**src/dsd_pkg.sv**
```systemverilog
// data-space decoder constants, types and carriers
// assumes one core clock at 100 MHz
package dsd_pkg;
  // region boundaries: 32 regs, 64 io, 160 ext io, then sram
  localparam logic [15:0] REG_END = 16'h0020;
  localparam logic [15:0] IO_END = 16'h0060;
  localparam logic [15:0] XIO_END = 16'h0100;
  localparam logic [15:0] IO_OFS = 16'h0020;
  // io addresses of the block's own registers
  localparam logic [5:0] IO_FLAG = 6'h1d;
  localparam logic [5:0] IO_GPR0 = 6'h1e;
  localparam logic [5:0] IO_EECTL = 6'h1f;
  localparam logic [5:0] IO_EEDAT = 6'h20;
  localparam logic [5:0] IO_EEADL = 6'h21;
  localparam logic [5:0] IO_EEADH = 6'h22;
  localparam logic [5:0] IO_GPR1 = 6'h2a;
  localparam logic [5:0] IO_GPR2 = 6'h2b;
  // control register fields
  localparam int EC_RE = 0;
  localparam int EC_WS = 1;
  localparam int EC_MWE = 2;
  localparam int EC_RIE = 3;
  localparam int EC_PM0 = 4;
  localparam int FL_WDONE = 0;
  localparam logic [7:0] EC_PM_MASK = 8'h30;
  localparam logic [1:0] EE_PM_RST = 2'h0;
  // timing
  localparam logic [2:0] MWE_CYC = 3'h4;
  localparam logic [2:0] EERD_STALL = 3'h4;
  localparam logic [2:0] EEWR_STALL = 3'h2;
  localparam int CLK_PERIOD_PS = 10000;
  localparam longint EE_WR_TIME_PS = 64'd3300000000;
  localparam int EE_WR_CYC_DEF = int'((EE_WR_TIME_PS + CLK_PERIOD_PS - 1) / CLK_PERIOD_PS);
  localparam int PM_WORDS_DEF = 4096;
  localparam int EE_BYTES_DEF = 512;

  typedef enum logic [2:0] {OP_LOAD, OP_STORE, OP_IN, OP_OUT, OP_SBI, OP_CLRB, OP_SKBS, OP_SKBC} dsd_op_e;
  typedef enum logic [2:0] {AM_DIR, AM_DISP, AM_IND, AM_PRED, AM_POST} dsd_am_e;
  typedef enum logic [1:0] {PT_X, PT_Y, PT_Z} dsd_ptr_e;
  typedef struct packed {
    logic sram;
    logic xio;
    logic io;
    logic rf;
  } dsd_tgt_s;
  typedef struct packed {
    dsd_op_e op;
    dsd_am_e am;
    dsd_ptr_e ptr;
    logic [5:0] disp;
    logic [15:0] adr;
    logic [5:0] ioa;
    logic [2:0] bitn;
    logic [7:0] wdat;
  } dsd_req_s;
endpackage

```
**src/dsd_top.sv**
```systemverilog
// data-space decoder: routes core accesses, own io regs, eeprom control
// assumes core gives pointer value with request, ext data valid while RD is high
//
// Function
// regs, io, ext io, sram by address
// ext io only by load/store
// port io address plus 0x20
// bit ops only io 0x00-0x1f
// bit ops write addressed bit only
// status flags clear on written one
// sram access takes two cycles
// direct addressing reaches whole space
// displacement up to 63 on pointer
// pre-decrement and post-increment pointer update
// stall four after read, two after write
// program memory 16-bit words, pc width
// eeprom separate byte-wide space
// eeprom registers live in io space
// eeprom write survives system reset
// three general purpose io registers
// software writes reserved bits zero
// write strobe needs master enable recently
// exactly one target per access
`timescale 1ns/1ps
module dsd_top import dsd_pkg::*; #(
  parameter int PM_WORDS = PM_WORDS_DEF,
  parameter int EE_BYTES = EE_BYTES_DEF,
  parameter int EE_WR_CYC = EE_WR_CYC_DEF
) (
  // clock and resets
  input wire logic CORE_CLK,
  input wire logic RST,
  input wire logic PWR_RST,
  // core request
  input wire logic REQ_VALID,
  input wire dsd_req_s REQ,
  input wire logic [15:0] PTR_IN,
  output logic READY,
  output logic DONE,
  output logic SKIP,
  output logic [7:0] RDATA,
  // pointer write-back
  output logic PTR_WE,
  output dsd_ptr_e PTR_SEL,
  output logic [15:0] PTR_OUT,
  // data space side
  output dsd_tgt_s TGT,
  output logic [15:0] ADDR,
  output logic [7:0] WDATA,
  output logic [7:0] WMASK,
  output logic WR,
  output logic RD,
  input wire logic [7:0] EXT_RDATA,
  // eeprom array
  output logic [$clog2(EE_BYTES)-1:0] EE_ADDR,
  output logic [7:0] EE_WDATA,
  output logic [1:0] EE_MODE,
  output logic EE_WR,
  output logic EE_RD,
  input wire logic [7:0] EE_RDATA,
  output logic EE_BUSY,
  output logic EE_READY_INT
);
  localparam int PC_W = $clog2(PM_WORDS);
  localparam int EEA_W = $clog2(EE_BYTES);

  typedef enum {ST_IDLE, ST_WAIT, ST_STALL} dsd_st_e;
  dsd_st_e st_ff;

  function automatic dsd_tgt_s tgt_of(input logic [15:0] a);
    dsd_tgt_s t;
    t = '0;
    if (a < REG_END) t.rf = 1'b1;
    else if (a < IO_END) t.io = 1'b1;
    else if (a < XIO_END) t.xio = 1'b1;
    else t.sram = 1'b1;
    return t;
  endfunction

  function automatic logic [7:0] wmerge(input logic [7:0] o, input logic [7:0] m, input logic [7:0] v);
    return (o & ~m) | (v & m);
  endfunction

  logic [15:0] adr16;
  logic [7:0] gpr0_ff, gpr1_ff, gpr2_ff, eedat_ff, eadl_ff, eadh_ff;
  logic [1:0] pm_ff;
  logic rie_ff, busy_ff, wdone_ff, eerd_ff;
  logic [2:0] mwe_ff, stl_ff;
  logic [19:0] tmr_ff;
  logic [15:0] c_ea, c_pnv;
  logic c_pwe, c_wr, c_bit, c_bt, c_intl, c_need2, take;
  logic [5:0] c_ioa;
  logic [7:0] c_mask, c_val, c_one, c_ird;
  dsd_tgt_s c_tgt;
  logic c_ctl, c_srd, c_swr;
  logic [7:0] adh_mask;
  logic [7:0] c_pmw;
  logic bt_ff, skset_ff;
  logic [2:0] bn_ff;

  assign adh_mask = 8'((EE_BYTES - 1) >> 8);
  assign adr16 = {eadh_ff & adh_mask, eadl_ff};
  assign take = REQ_VALID && READY;

  always_comb begin
    c_ea = REQ.adr;
    c_pwe = 1'b0;
    c_pnv = PTR_IN;
    case (REQ.op)
      OP_IN, OP_OUT: c_ea = IO_OFS + {10'h000, REQ.ioa};
      OP_SBI, OP_CLRB, OP_SKBS, OP_SKBC: c_ea = IO_OFS + {11'h000, REQ.ioa[4:0]};
      default: begin
        case (REQ.am)
          AM_DIR: c_ea = REQ.adr;
          AM_DISP: c_ea = PTR_IN + {10'h000, REQ.disp};
          AM_IND: c_ea = PTR_IN;
          AM_PRED: begin
            c_ea = PTR_IN - 16'h0001;
            c_pwe = 1'b1;
            c_pnv = PTR_IN - 16'h0001;
          end
          AM_POST: begin
            c_ea = PTR_IN;
            c_pwe = 1'b1;
            c_pnv = PTR_IN + 16'h0001;
          end
          default: c_ea = REQ.adr;
        endcase
      end
    endcase
  end

  always_comb begin
    c_tgt = tgt_of(c_ea);
    c_ioa = 6'(c_ea[7:0] - IO_OFS[7:0]);
    c_intl = c_tgt.io && (c_ioa inside {IO_FLAG, IO_GPR0, IO_EECTL, IO_EEDAT,
      IO_EEADL, IO_EEADH, IO_GPR1, IO_GPR2});
    c_wr = REQ.op inside {OP_STORE, OP_OUT, OP_SBI, OP_CLRB};
    c_bit = REQ.op inside {OP_SBI, OP_CLRB, OP_SKBS, OP_SKBC};
    c_bt = REQ.op inside {OP_SKBS, OP_SKBC};
    c_mask = c_bit ? (8'h01 << REQ.bitn) : 8'hff;
    c_val = (REQ.op == OP_SBI) ? c_mask : ((REQ.op == OP_CLRB) ? 8'h00 : REQ.wdat);
    c_one = c_mask & c_val;
    c_pmw = wmerge({2'h0, pm_ff, 4'h0}, c_mask & EC_PM_MASK, c_val);
    // sram always two cycles; ext reads wait for data
    c_need2 = c_tgt.sram || (!c_wr && !c_intl && !c_tgt.rf);
    c_ctl = take && c_wr && c_intl && c_ioa == IO_EECTL;
    c_srd = c_ctl && c_one[EC_RE] && !busy_ff;
    c_swr = c_ctl && c_one[EC_WS] && mwe_ff != 3'h0 && !busy_ff;
    case (c_ioa)
      IO_FLAG: c_ird = {7'h00, wdone_ff};
      IO_GPR0: c_ird = gpr0_ff;
      IO_GPR1: c_ird = gpr1_ff;
      IO_GPR2: c_ird = gpr2_ff;
      IO_EECTL: c_ird = {2'h0, pm_ff, rie_ff, mwe_ff != 3'h0, busy_ff, 1'b0};
      IO_EEDAT: c_ird = eedat_ff;
      IO_EEADL: c_ird = eadl_ff;
      IO_EEADH: c_ird = eadh_ff & adh_mask;
      default: c_ird = 8'h00;
    endcase
  end

  // general purpose storage
  always_ff @(posedge CORE_CLK) begin
    if (RST) begin
      gpr0_ff <= 8'h00;
      gpr1_ff <= 8'h00;
      gpr2_ff <= 8'h00;
    end else if (take && c_wr && c_intl) begin
      if (c_ioa == IO_GPR0) gpr0_ff <= wmerge(gpr0_ff, c_mask, c_val);
      if (c_ioa == IO_GPR1) gpr1_ff <= wmerge(gpr1_ff, c_mask, c_val);
      if (c_ioa == IO_GPR2) gpr2_ff <= wmerge(gpr2_ff, c_mask, c_val);
    end
  end

  // eeprom address and data; address writes ignored while busy, system reset still clears it
  always_ff @(posedge CORE_CLK) begin
    if (RST) begin
      eedat_ff <= 8'h00;
      eadl_ff <= 8'h00;
      eadh_ff <= 8'h00;
      eerd_ff <= 1'b0;
    end else begin
      eerd_ff <= c_srd;
      if (eerd_ff) eedat_ff <= EE_RDATA;
      else if (take && c_wr && c_intl && c_ioa == IO_EEDAT) eedat_ff <= wmerge(eedat_ff, c_mask, c_val);
      if (take && c_wr && c_intl && !busy_ff) begin
        if (c_ioa == IO_EEADL) eadl_ff <= wmerge(eadl_ff, c_mask, c_val);
        if (c_ioa == IO_EEADH) eadh_ff <= wmerge(eadh_ff, c_mask, c_val) & adh_mask;
      end
    end
  end

  // control bits; mode kept through reset while busy
  always_ff @(posedge CORE_CLK) begin
    if (RST) begin
      rie_ff <= 1'b0;
      mwe_ff <= 3'h0;
      if (!busy_ff) pm_ff <= EE_PM_RST;
    end else begin
      if (c_ctl && c_mask[EC_RIE]) rie_ff <= c_val[EC_RIE];
      if (c_ctl && !busy_ff) pm_ff <= c_pmw[EC_PM0+:2];
      if (c_ctl && c_one[EC_MWE]) mwe_ff <= MWE_CYC;
      else if (mwe_ff != 3'h0) mwe_ff <= mwe_ff - 3'h1;
    end
  end

  // write timer runs on through system reset, only power reset stops it
  always_ff @(posedge CORE_CLK) begin
    if (PWR_RST) begin
      busy_ff <= 1'b0;
      tmr_ff <= 20'h00000;
    end else if (c_swr && !RST) begin
      busy_ff <= 1'b1;
      tmr_ff <= 20'(EE_WR_CYC);
    end else if (busy_ff) begin
      tmr_ff <= tmr_ff - 20'h00001;
      if (tmr_ff == 20'h00001) busy_ff <= 1'b0;
    end
  end

  // write-done flag: one clears, zero keeps, set wins
  always_ff @(posedge CORE_CLK) begin
    if (RST) wdone_ff <= 1'b0;
    else if (busy_ff && tmr_ff == 20'h00001) wdone_ff <= 1'b1;
    else if (take && c_wr && c_intl && c_ioa == IO_FLAG && c_one[FL_WDONE]) wdone_ff <= 1'b0;
  end

  always_ff @(posedge CORE_CLK) begin
    if (RST) begin
      EE_WR <= 1'b0;
      EE_RD <= 1'b0;
      EE_READY_INT <= 1'b0;
    end else begin
      EE_WR <= c_swr;
      EE_RD <= c_srd;
      EE_READY_INT <= rie_ff && !busy_ff;
    end
  end
  assign EE_ADDR = adr16[EEA_W-1:0];
  assign EE_WDATA = eedat_ff;
  assign EE_MODE = pm_ff;
  assign EE_BUSY = busy_ff;

  // access sequencing and stalls
  always_ff @(posedge CORE_CLK) begin
    if (RST) begin
      st_ff <= ST_IDLE;
      READY <= 1'b1;
      DONE <= 1'b0;
      stl_ff <= 3'h0;
    end else begin
      DONE <= 1'b0;
      case (st_ff)
        ST_IDLE: if (take) begin
          if (c_need2) begin
            st_ff <= ST_WAIT;
            READY <= 1'b0;
          end else if (c_srd || c_swr) begin
            st_ff <= ST_STALL;
            READY <= 1'b0;
            stl_ff <= c_srd ? EERD_STALL : EEWR_STALL;
          end
          DONE <= !c_need2;
        end
        ST_WAIT: begin
          DONE <= 1'b1;
          READY <= 1'b1;
          st_ff <= ST_IDLE;
        end
        ST_STALL: begin
          stl_ff <= stl_ff - 3'h1;
          if (stl_ff == 3'h1) begin
            READY <= 1'b1;
            st_ff <= ST_IDLE;
          end
        end
        default: st_ff <= ST_IDLE;
      endcase
    end
  end

  // data-space strobes and results
  always_ff @(posedge CORE_CLK) begin
    if (RST) begin
      TGT <= '0;
      ADDR <= 16'h0000;
      WDATA <= 8'h00;
      WMASK <= 8'h00;
      WR <= 1'b0;
      RD <= 1'b0;
      RDATA <= 8'h00;
      SKIP <= 1'b0;
      PTR_WE <= 1'b0;
      PTR_SEL <= PT_X;
      PTR_OUT <= 16'h0000;
    end else begin
      WR <= take && c_wr && !c_intl;
      RD <= take && !c_wr && !c_intl;
      PTR_WE <= take && c_pwe;
      if (take) begin
        TGT <= c_tgt;
        ADDR <= c_ea;
        WDATA <= c_val;
        WMASK <= c_mask;
        PTR_SEL <= REQ.ptr;
        PTR_OUT <= c_pnv;
        RDATA <= c_ird;
        SKIP <= c_bt && (c_ird[REQ.bitn] == (REQ.op == OP_SKBS));
      end else if (st_ff == ST_WAIT && RD) begin
        RDATA <= EXT_RDATA;
        SKIP <= bt_ff && (EXT_RDATA[bn_ff] == skset_ff);
      end
    end
  end

  always_ff @(posedge CORE_CLK) begin
    if (RST) begin
      bt_ff <= 1'b0;
      skset_ff <= 1'b0;
      bn_ff <= 3'h0;
    end else if (take) begin
      bt_ff <= c_bt;
      skset_ff <= REQ.op == OP_SKBS;
      bn_ff <= REQ.bitn;
    end
  end
endmodule // dsd_top

```
**config.mk**
```make
export PLATFORM = sky130hd
export DESIGN_NAME = dsd_top
export DESIGN_NICKNAME = d
export VERILOG_FILES = /design/src/dsd_pkg.sv /design/src/dsd_top.sv
export SDC_FILE = /design/constraint.sdc
export NUM_CORES = 1
export LEC_CHECK = 0
export BUFFER_PORTS_ARGS = -buffer_cell sky130_fd_sc_hd__buf_2
export CORE_MARGIN = 2
export CORE_UTILIZATION = 24
export CTS_CLUSTER_SIZE = 10
export DETAILED_ROUTE_END_ITERATION = 6
export PLACE_DENSITY_LB_ADDON = 0.25
export SLEW_MARGIN = 15
export SYNTH_ARGS = -nofsm -noshare
export SYNTH_HDL_FRONTEND = slang
export SYNTH_SLANG_ARGS = --single-unit
export TNS_END_PERCENT = 30
```
**constraint.sdc**
```tcl
create_clock -name CORE_CLK -period 12.05 [get_ports CORE_CLK]
set_clock_uncertainty 0.2 [all_clocks]
set_input_delay 1.205 -clock CORE_CLK [delete_from_list [all_inputs] [get_ports CORE_CLK]]
set_output_delay 1.205 -clock CORE_CLK [all_outputs]
set_load 0.01 [all_outputs]
```
==> impl_metrics.sql <==
INSERT INTO impl_metrics (metric_group, metric, value, unit) VALUES
('status', 'run_status', 'finished, final reports clean', ''),
('drt', 'drt-vias-per-instance', '5.15', ''),
('floorplan', 'floorplan.die.height', '198', 'um'),
('yosys', 'synth_warnings', '0', ''),
('yosys', 'syn-instance-count', '1140', ''),
('critical_path', 'critical_path.reg2reg.startpoint', 'READY', ''),
('critical_path', 'ff2ff_path_depth', '7', ''),
('drt', 'via_count', '8994', ''),
('cts', 'clock_tree.root_cell', 'sky130_fd_sc_hd__clkbuf_16', ''),
('drt', 'antenna_left', '0', ''),
('sta', 'timing.final.crit_share', '50.0', '%'),
('pwr', 'sequential_fraction_of_design_power', '39.5', '%'),
('placement', 'placedCellCount', '1713', ''),
('floorplan', 'initial_standard_cell_utilization_of_the_core', '24.4', '%'),
('pwr', 'logic_pwr_share', '23.8', '%'),
('yosys', 'synth_compound_gate_area_share', '24.5', '%'),
('sta', 'final-setup-viol-count', '0', ''),
('min_path', 'min_path_type', 'reg2reg', ''),
('layout', 'area.sequential', '3020', 'um^2'),
('global_route', 'grt_start_max_net_pins', '82', ''),
('critical_path', 'crit_chain', 'buf_2 > nor2_1 > xnor2_1 > o221ai_1 > a211oi_1 > a2bb2oi_1 > nand2_1 > a221oi_1 > nand2_1 > or3_1 > mux2_1', ''),
('sta', 'hold_viol_final', '0', ''),
('cts', 'clk_pin_slew', '70', 'ps'),
('sta', 'worstMarginPinSlew', '1190', 'ps'),
('drt', 'wl', '34500', 'um'),
('yosys', 'synthesis.nets', '1243', ''),
('drt', 'remaining_drc_errors', '0', ''),
('layout', 'area_growth_syn_to_layout', '19.7', '%'),
('global_route', 'global_route_wire_length_before_repair', '52000', 'um'),
('pwr', 'vdd_drop_max', '0.0942', 'mV'),
('placement', 'port-buffer-count', '173', ''),
('critical_path', 'critPathArrivalTime', '6140', 'ps'),
('pwr', 'internal-power', '0.000940', 'W'),
('critical_path', 'critical_path_class', 'in2reg', ''),
('placement', 'pre_cts_slack', '5740', 'ps'),
('floorplan', 'die_area', '39000', 'um^2'),
('placement', 'dp_hpwl', '25800', 'um'),
('cts', 'cts.repair.resized', '0', ''),
('placement', 'routabilityCongestion', '0.894', ''),
('layout', 'nFillCells', '4063', ''),
('cts', 'ctsLongestPathBuffers', '2', ''),
('pwr', 'switching_share', '33.7', '%'),
('yosys', 'synth_xor_area_share', '4.58', '%'),
('cts', 'worstSkewPairLatency', '430', 'ps'),
('floorplan', 'ios', '174', ''),
('floorplan', 'die_w', '198', 'um'),
('critical_path', 'cp_slowest_cell', 'sky130_fd_sc_hd__a2bb2oi_1', ''),
('global_route', 'grt_antenna_before_repair', '3', ''),
('yosys', 'seq_area_frac_synth', '33.6', '%'),
('critical_path', 'worst_stage_delay_on_the_critical_path', '810', 'ps'),
('sta', 'finalSetupTns', '0', 'ps'),
('cts', 'cts_setup_buffers', '0', ''),
('cts', 'cts_h_tree_lvls', '4', ''),
('global_route', 'globalRoute.totalOverflow', '0', ''),
('yosys', 'ys_dominant_reg_cell', 'sky130_fd_sc_hd__dfxtp_1', ''),
('sta', 'timing.final.ws_setup', '6020', 'ps'),
('cts', 'clock_sinks', '150', ''),
('yosys', 'synth-edff-count', '2', ''),
('layout', 'nNetsFinal', '1367', ''),
('layout', 'multi_input_area', '5530', 'um^2'),
('critical_path', 'critPathLaunch', 'REQ[42]', ''),
('yosys', 'ys_async_sr_fraction', '0', '%'),
('pwr', 'power.switching', '0.000477', 'W'),
('pwr', 'power.static_leakage', '4.41', 'nW'),
('yosys', 'postSynthAreaPerCell', '7.88', 'um^2'),
('cts', 'hold_buffers', '0', ''),
('yosys', 'muxShareOfSynthArea', '5.60', '%'),
('critical_path', 'reg2reg_to', 'tmr_ff[19]', ''),
('cts', 'clock_tree_from_tritoncts', 'built', ''),
('yosys', 'post_synth_num_cell_types', '76', ''),
('global_route', 'number_of_global_route_vias_before_repair', '8504', '');
-- Yosys cell counts (5+ instances only) --
cell type	n	share of area [%]
sky130_fd_sc_hd__a21o_1	6	0.50
sky130_fd_sc_hd__nor2_1	177	7.4
sky130_fd_sc_hd__nor3_1	33	1.8
sky130_fd_sc_hd__nor2b_1	12	0.84
sky130_fd_sc_hd__or3_1	7	0.49
sky130_fd_sc_hd__mux2i_1	39	4.3
sky130_fd_sc_hd__inv_1	35	1.5
sky130_fd_sc_hd__mux2_2	5	0.63
sky130_fd_sc_hd__a21boi_0	6	0.50
sky130_fd_sc_hd__o21a_1	8	0.67
sky130_fd_sc_hd__o22ai_1	6	0.42
sky130_fd_sc_hd__clkbuf_1	63	2.6
sky130_fd_sc_hd__xor2_1	7	0.68
sky130_fd_sc_hd__nand2_1	93	3.9
sky130_fd_sc_hd__and2_1	15	1.0
sky130_fd_sc_hd__a221o_1	7	0.78
sky130_fd_sc_hd__nor4_1	7	0.49
sky130_fd_sc_hd__ha_1	19	2.6
sky130_fd_sc_hd__nand3_1	19	1.1
sky130_fd_sc_hd__or2_2	9	0.63
sky130_fd_sc_hd__a211oi_1	55	4.6
sky130_fd_sc_hd__a211o_1	5	0.49
sky130_fd_sc_hd__nand2b_1	9	0.63
sky130_fd_sc_hd__a2111oi_0	5	0.49
sky130_fd_sc_hd__or4_1	6	0.50
sky130_fd_sc_hd__dfxtp_1	148	33
sky130_fd_sc_hd__xnor2_1	40	3.9
sky130_fd_sc_hd__and3_1	18	1.3
sky130_fd_sc_hd__nand4_1	13	0.91
sky130_fd_sc_hd__o211ai_1	20	1.7
sky130_fd_sc_hd__o21ai_0	45	2.5
sky130_fd_sc_hd__a21oi_1	69	3.8
sky130_fd_sc_hd__a221oi_1	9	0.88
sky130_fd_sc_hd__a31oi_1	6	0.42
sky130_fd_sc_hd__buf_2	10	0.56
sky130_fd_sc_hd__a22oi_1	13	1.1
sky130_fd_sc_hd__a311oi_1	13	1.3
-- critical path, delay by kind of cell --
family | cells | cell delay [ps]
AOI/OAI and AO/OA | 4 | 2310
xor gates and xnor gates | 1 | 790
buffers and inverters | 1 | 450
muxes | 1 | 310
and+or+nand+nor | 4 | 1050
-- per-stage QoR --
stage	util [%]	instance area (um^2)
CTS	29.2	10800
global placement	27.8	10200
detailed placement	27.8	10200
floorplan	-	8990
global route	29.2	10800
finish	29.2	10800
-- placed cells by master (no fill, tap or decap), types with 7 or more instances in the layout --
cell,Yosys,layout
sky130_fd_sc_hd__a22oi_1,13,13
sky130_fd_sc_hd__nand2b_1,9,9
sky130_fd_sc_hd__o21a_1,8,8
sky130_fd_sc_hd__ha_1,19,19
sky130_fd_sc_hd__dfxtp_1,148,148
sky130_fd_sc_hd__buf_4,2,11
sky130_fd_sc_hd__xor2_1,7,7
sky130_fd_sc_hd__xnor2_1,40,40
sky130_fd_sc_hd__nand2_1,93,92
sky130_fd_sc_hd__nor2b_1,12,12
sky130_fd_sc_hd__clkbuf_16,0,17
sky130_fd_sc_hd__and3_1,18,18
sky130_fd_sc_hd__a21oi_1,69,69
sky130_fd_sc_hd__o211ai_1,20,20
sky130_fd_sc_hd__nor4_1,7,7
sky130_fd_sc_hd__o21ai_0,45,45
sky130_fd_sc_hd__and2_1,15,14
sky130_fd_sc_hd__a311oi_1,13,13
sky130_fd_sc_hd__nor3_1,33,33
sky130_fd_sc_hd__nand3_1,19,19
sky130_fd_sc_hd__or3_1,7,7
sky130_fd_sc_hd__nand4_1,13,13
sky130_fd_sc_hd__or2_2,9,9
sky130_fd_sc_hd__mux2i_1,39,39
sky130_fd_sc_hd__inv_1,35,35
sky130_fd_sc_hd__a221o_1,7,7
sky130_fd_sc_hd__a221oi_1,9,9
sky130_fd_sc_hd__buf_2,10,172
sky130_fd_sc_hd__nor2_1,177,177
sky130_fd_sc_hd__a211oi_1,55,55
-- metal layers --
| metal | vias to the layer above | global-route usage (%) | share of wire (%) |
|---|---|---|---|
| li1 | 4405 | - | - |
| met1 | 4256 | 24.6 | 48 |
| met2 | 285 | 26.6 | 44 |
| met3 | 46 | 3.30 | 5.7 |
| met4 | 2 | 6.27 | 2.7 |
| met5 | - | 0 | 0.038 |
-- kinds of logic after synthesis --
group | after synthesis
AND/OR/NAND/NOR | 444
AO/OA/AOI/OAI | 319
flip-flops | 150
buffers and inverters | 113
XOR/XNOR | 47
multiplexers | 47
adder cells (fa/ha/maj) | 20
-- power by group through the flow --
| stage | clock network (W) | logic [W] | registers (W) |
|---|---|---|---|
| finish | 0.000520 | 0.000338 | 0.000560 |
| global route | 0.000556 | 0.000373 | 0.000564 |
| CTS | 0.000538 | 0.000340 | 0.000560 |
| detailed placement | 0 | 0.000338 | 0.000571 |
| global placement | 0 | 0.000334 | 0.000570 |
| floorplan | 0 | 0.000200 | 0.000581 |
-- worst min path at each step --
stage / end / cells past startpoint
after floorplan: EE_READY_INT / 2
after global placement: PTR_SEL[0] / 2
after detailed placement: PTR_SEL[0] / 2
after CTS: PTR_SEL[0] / 2
after global routing: TGT[1] / 2
final: PTR_SEL[0] / 2
-- layout make-up --
class,count,area share (%)
Clock inverter,11,0.954
Clock buffer,21,4.09
Sequential cell,150,28.1
Timing Repair Buffer,183,8.77
Tap cell,468,5.44
Antenna cell,1,0.0233
Inverter,35,1.22
Multi-Input combinational cell,877,51.4
Power figures use the tool's default switching activity.
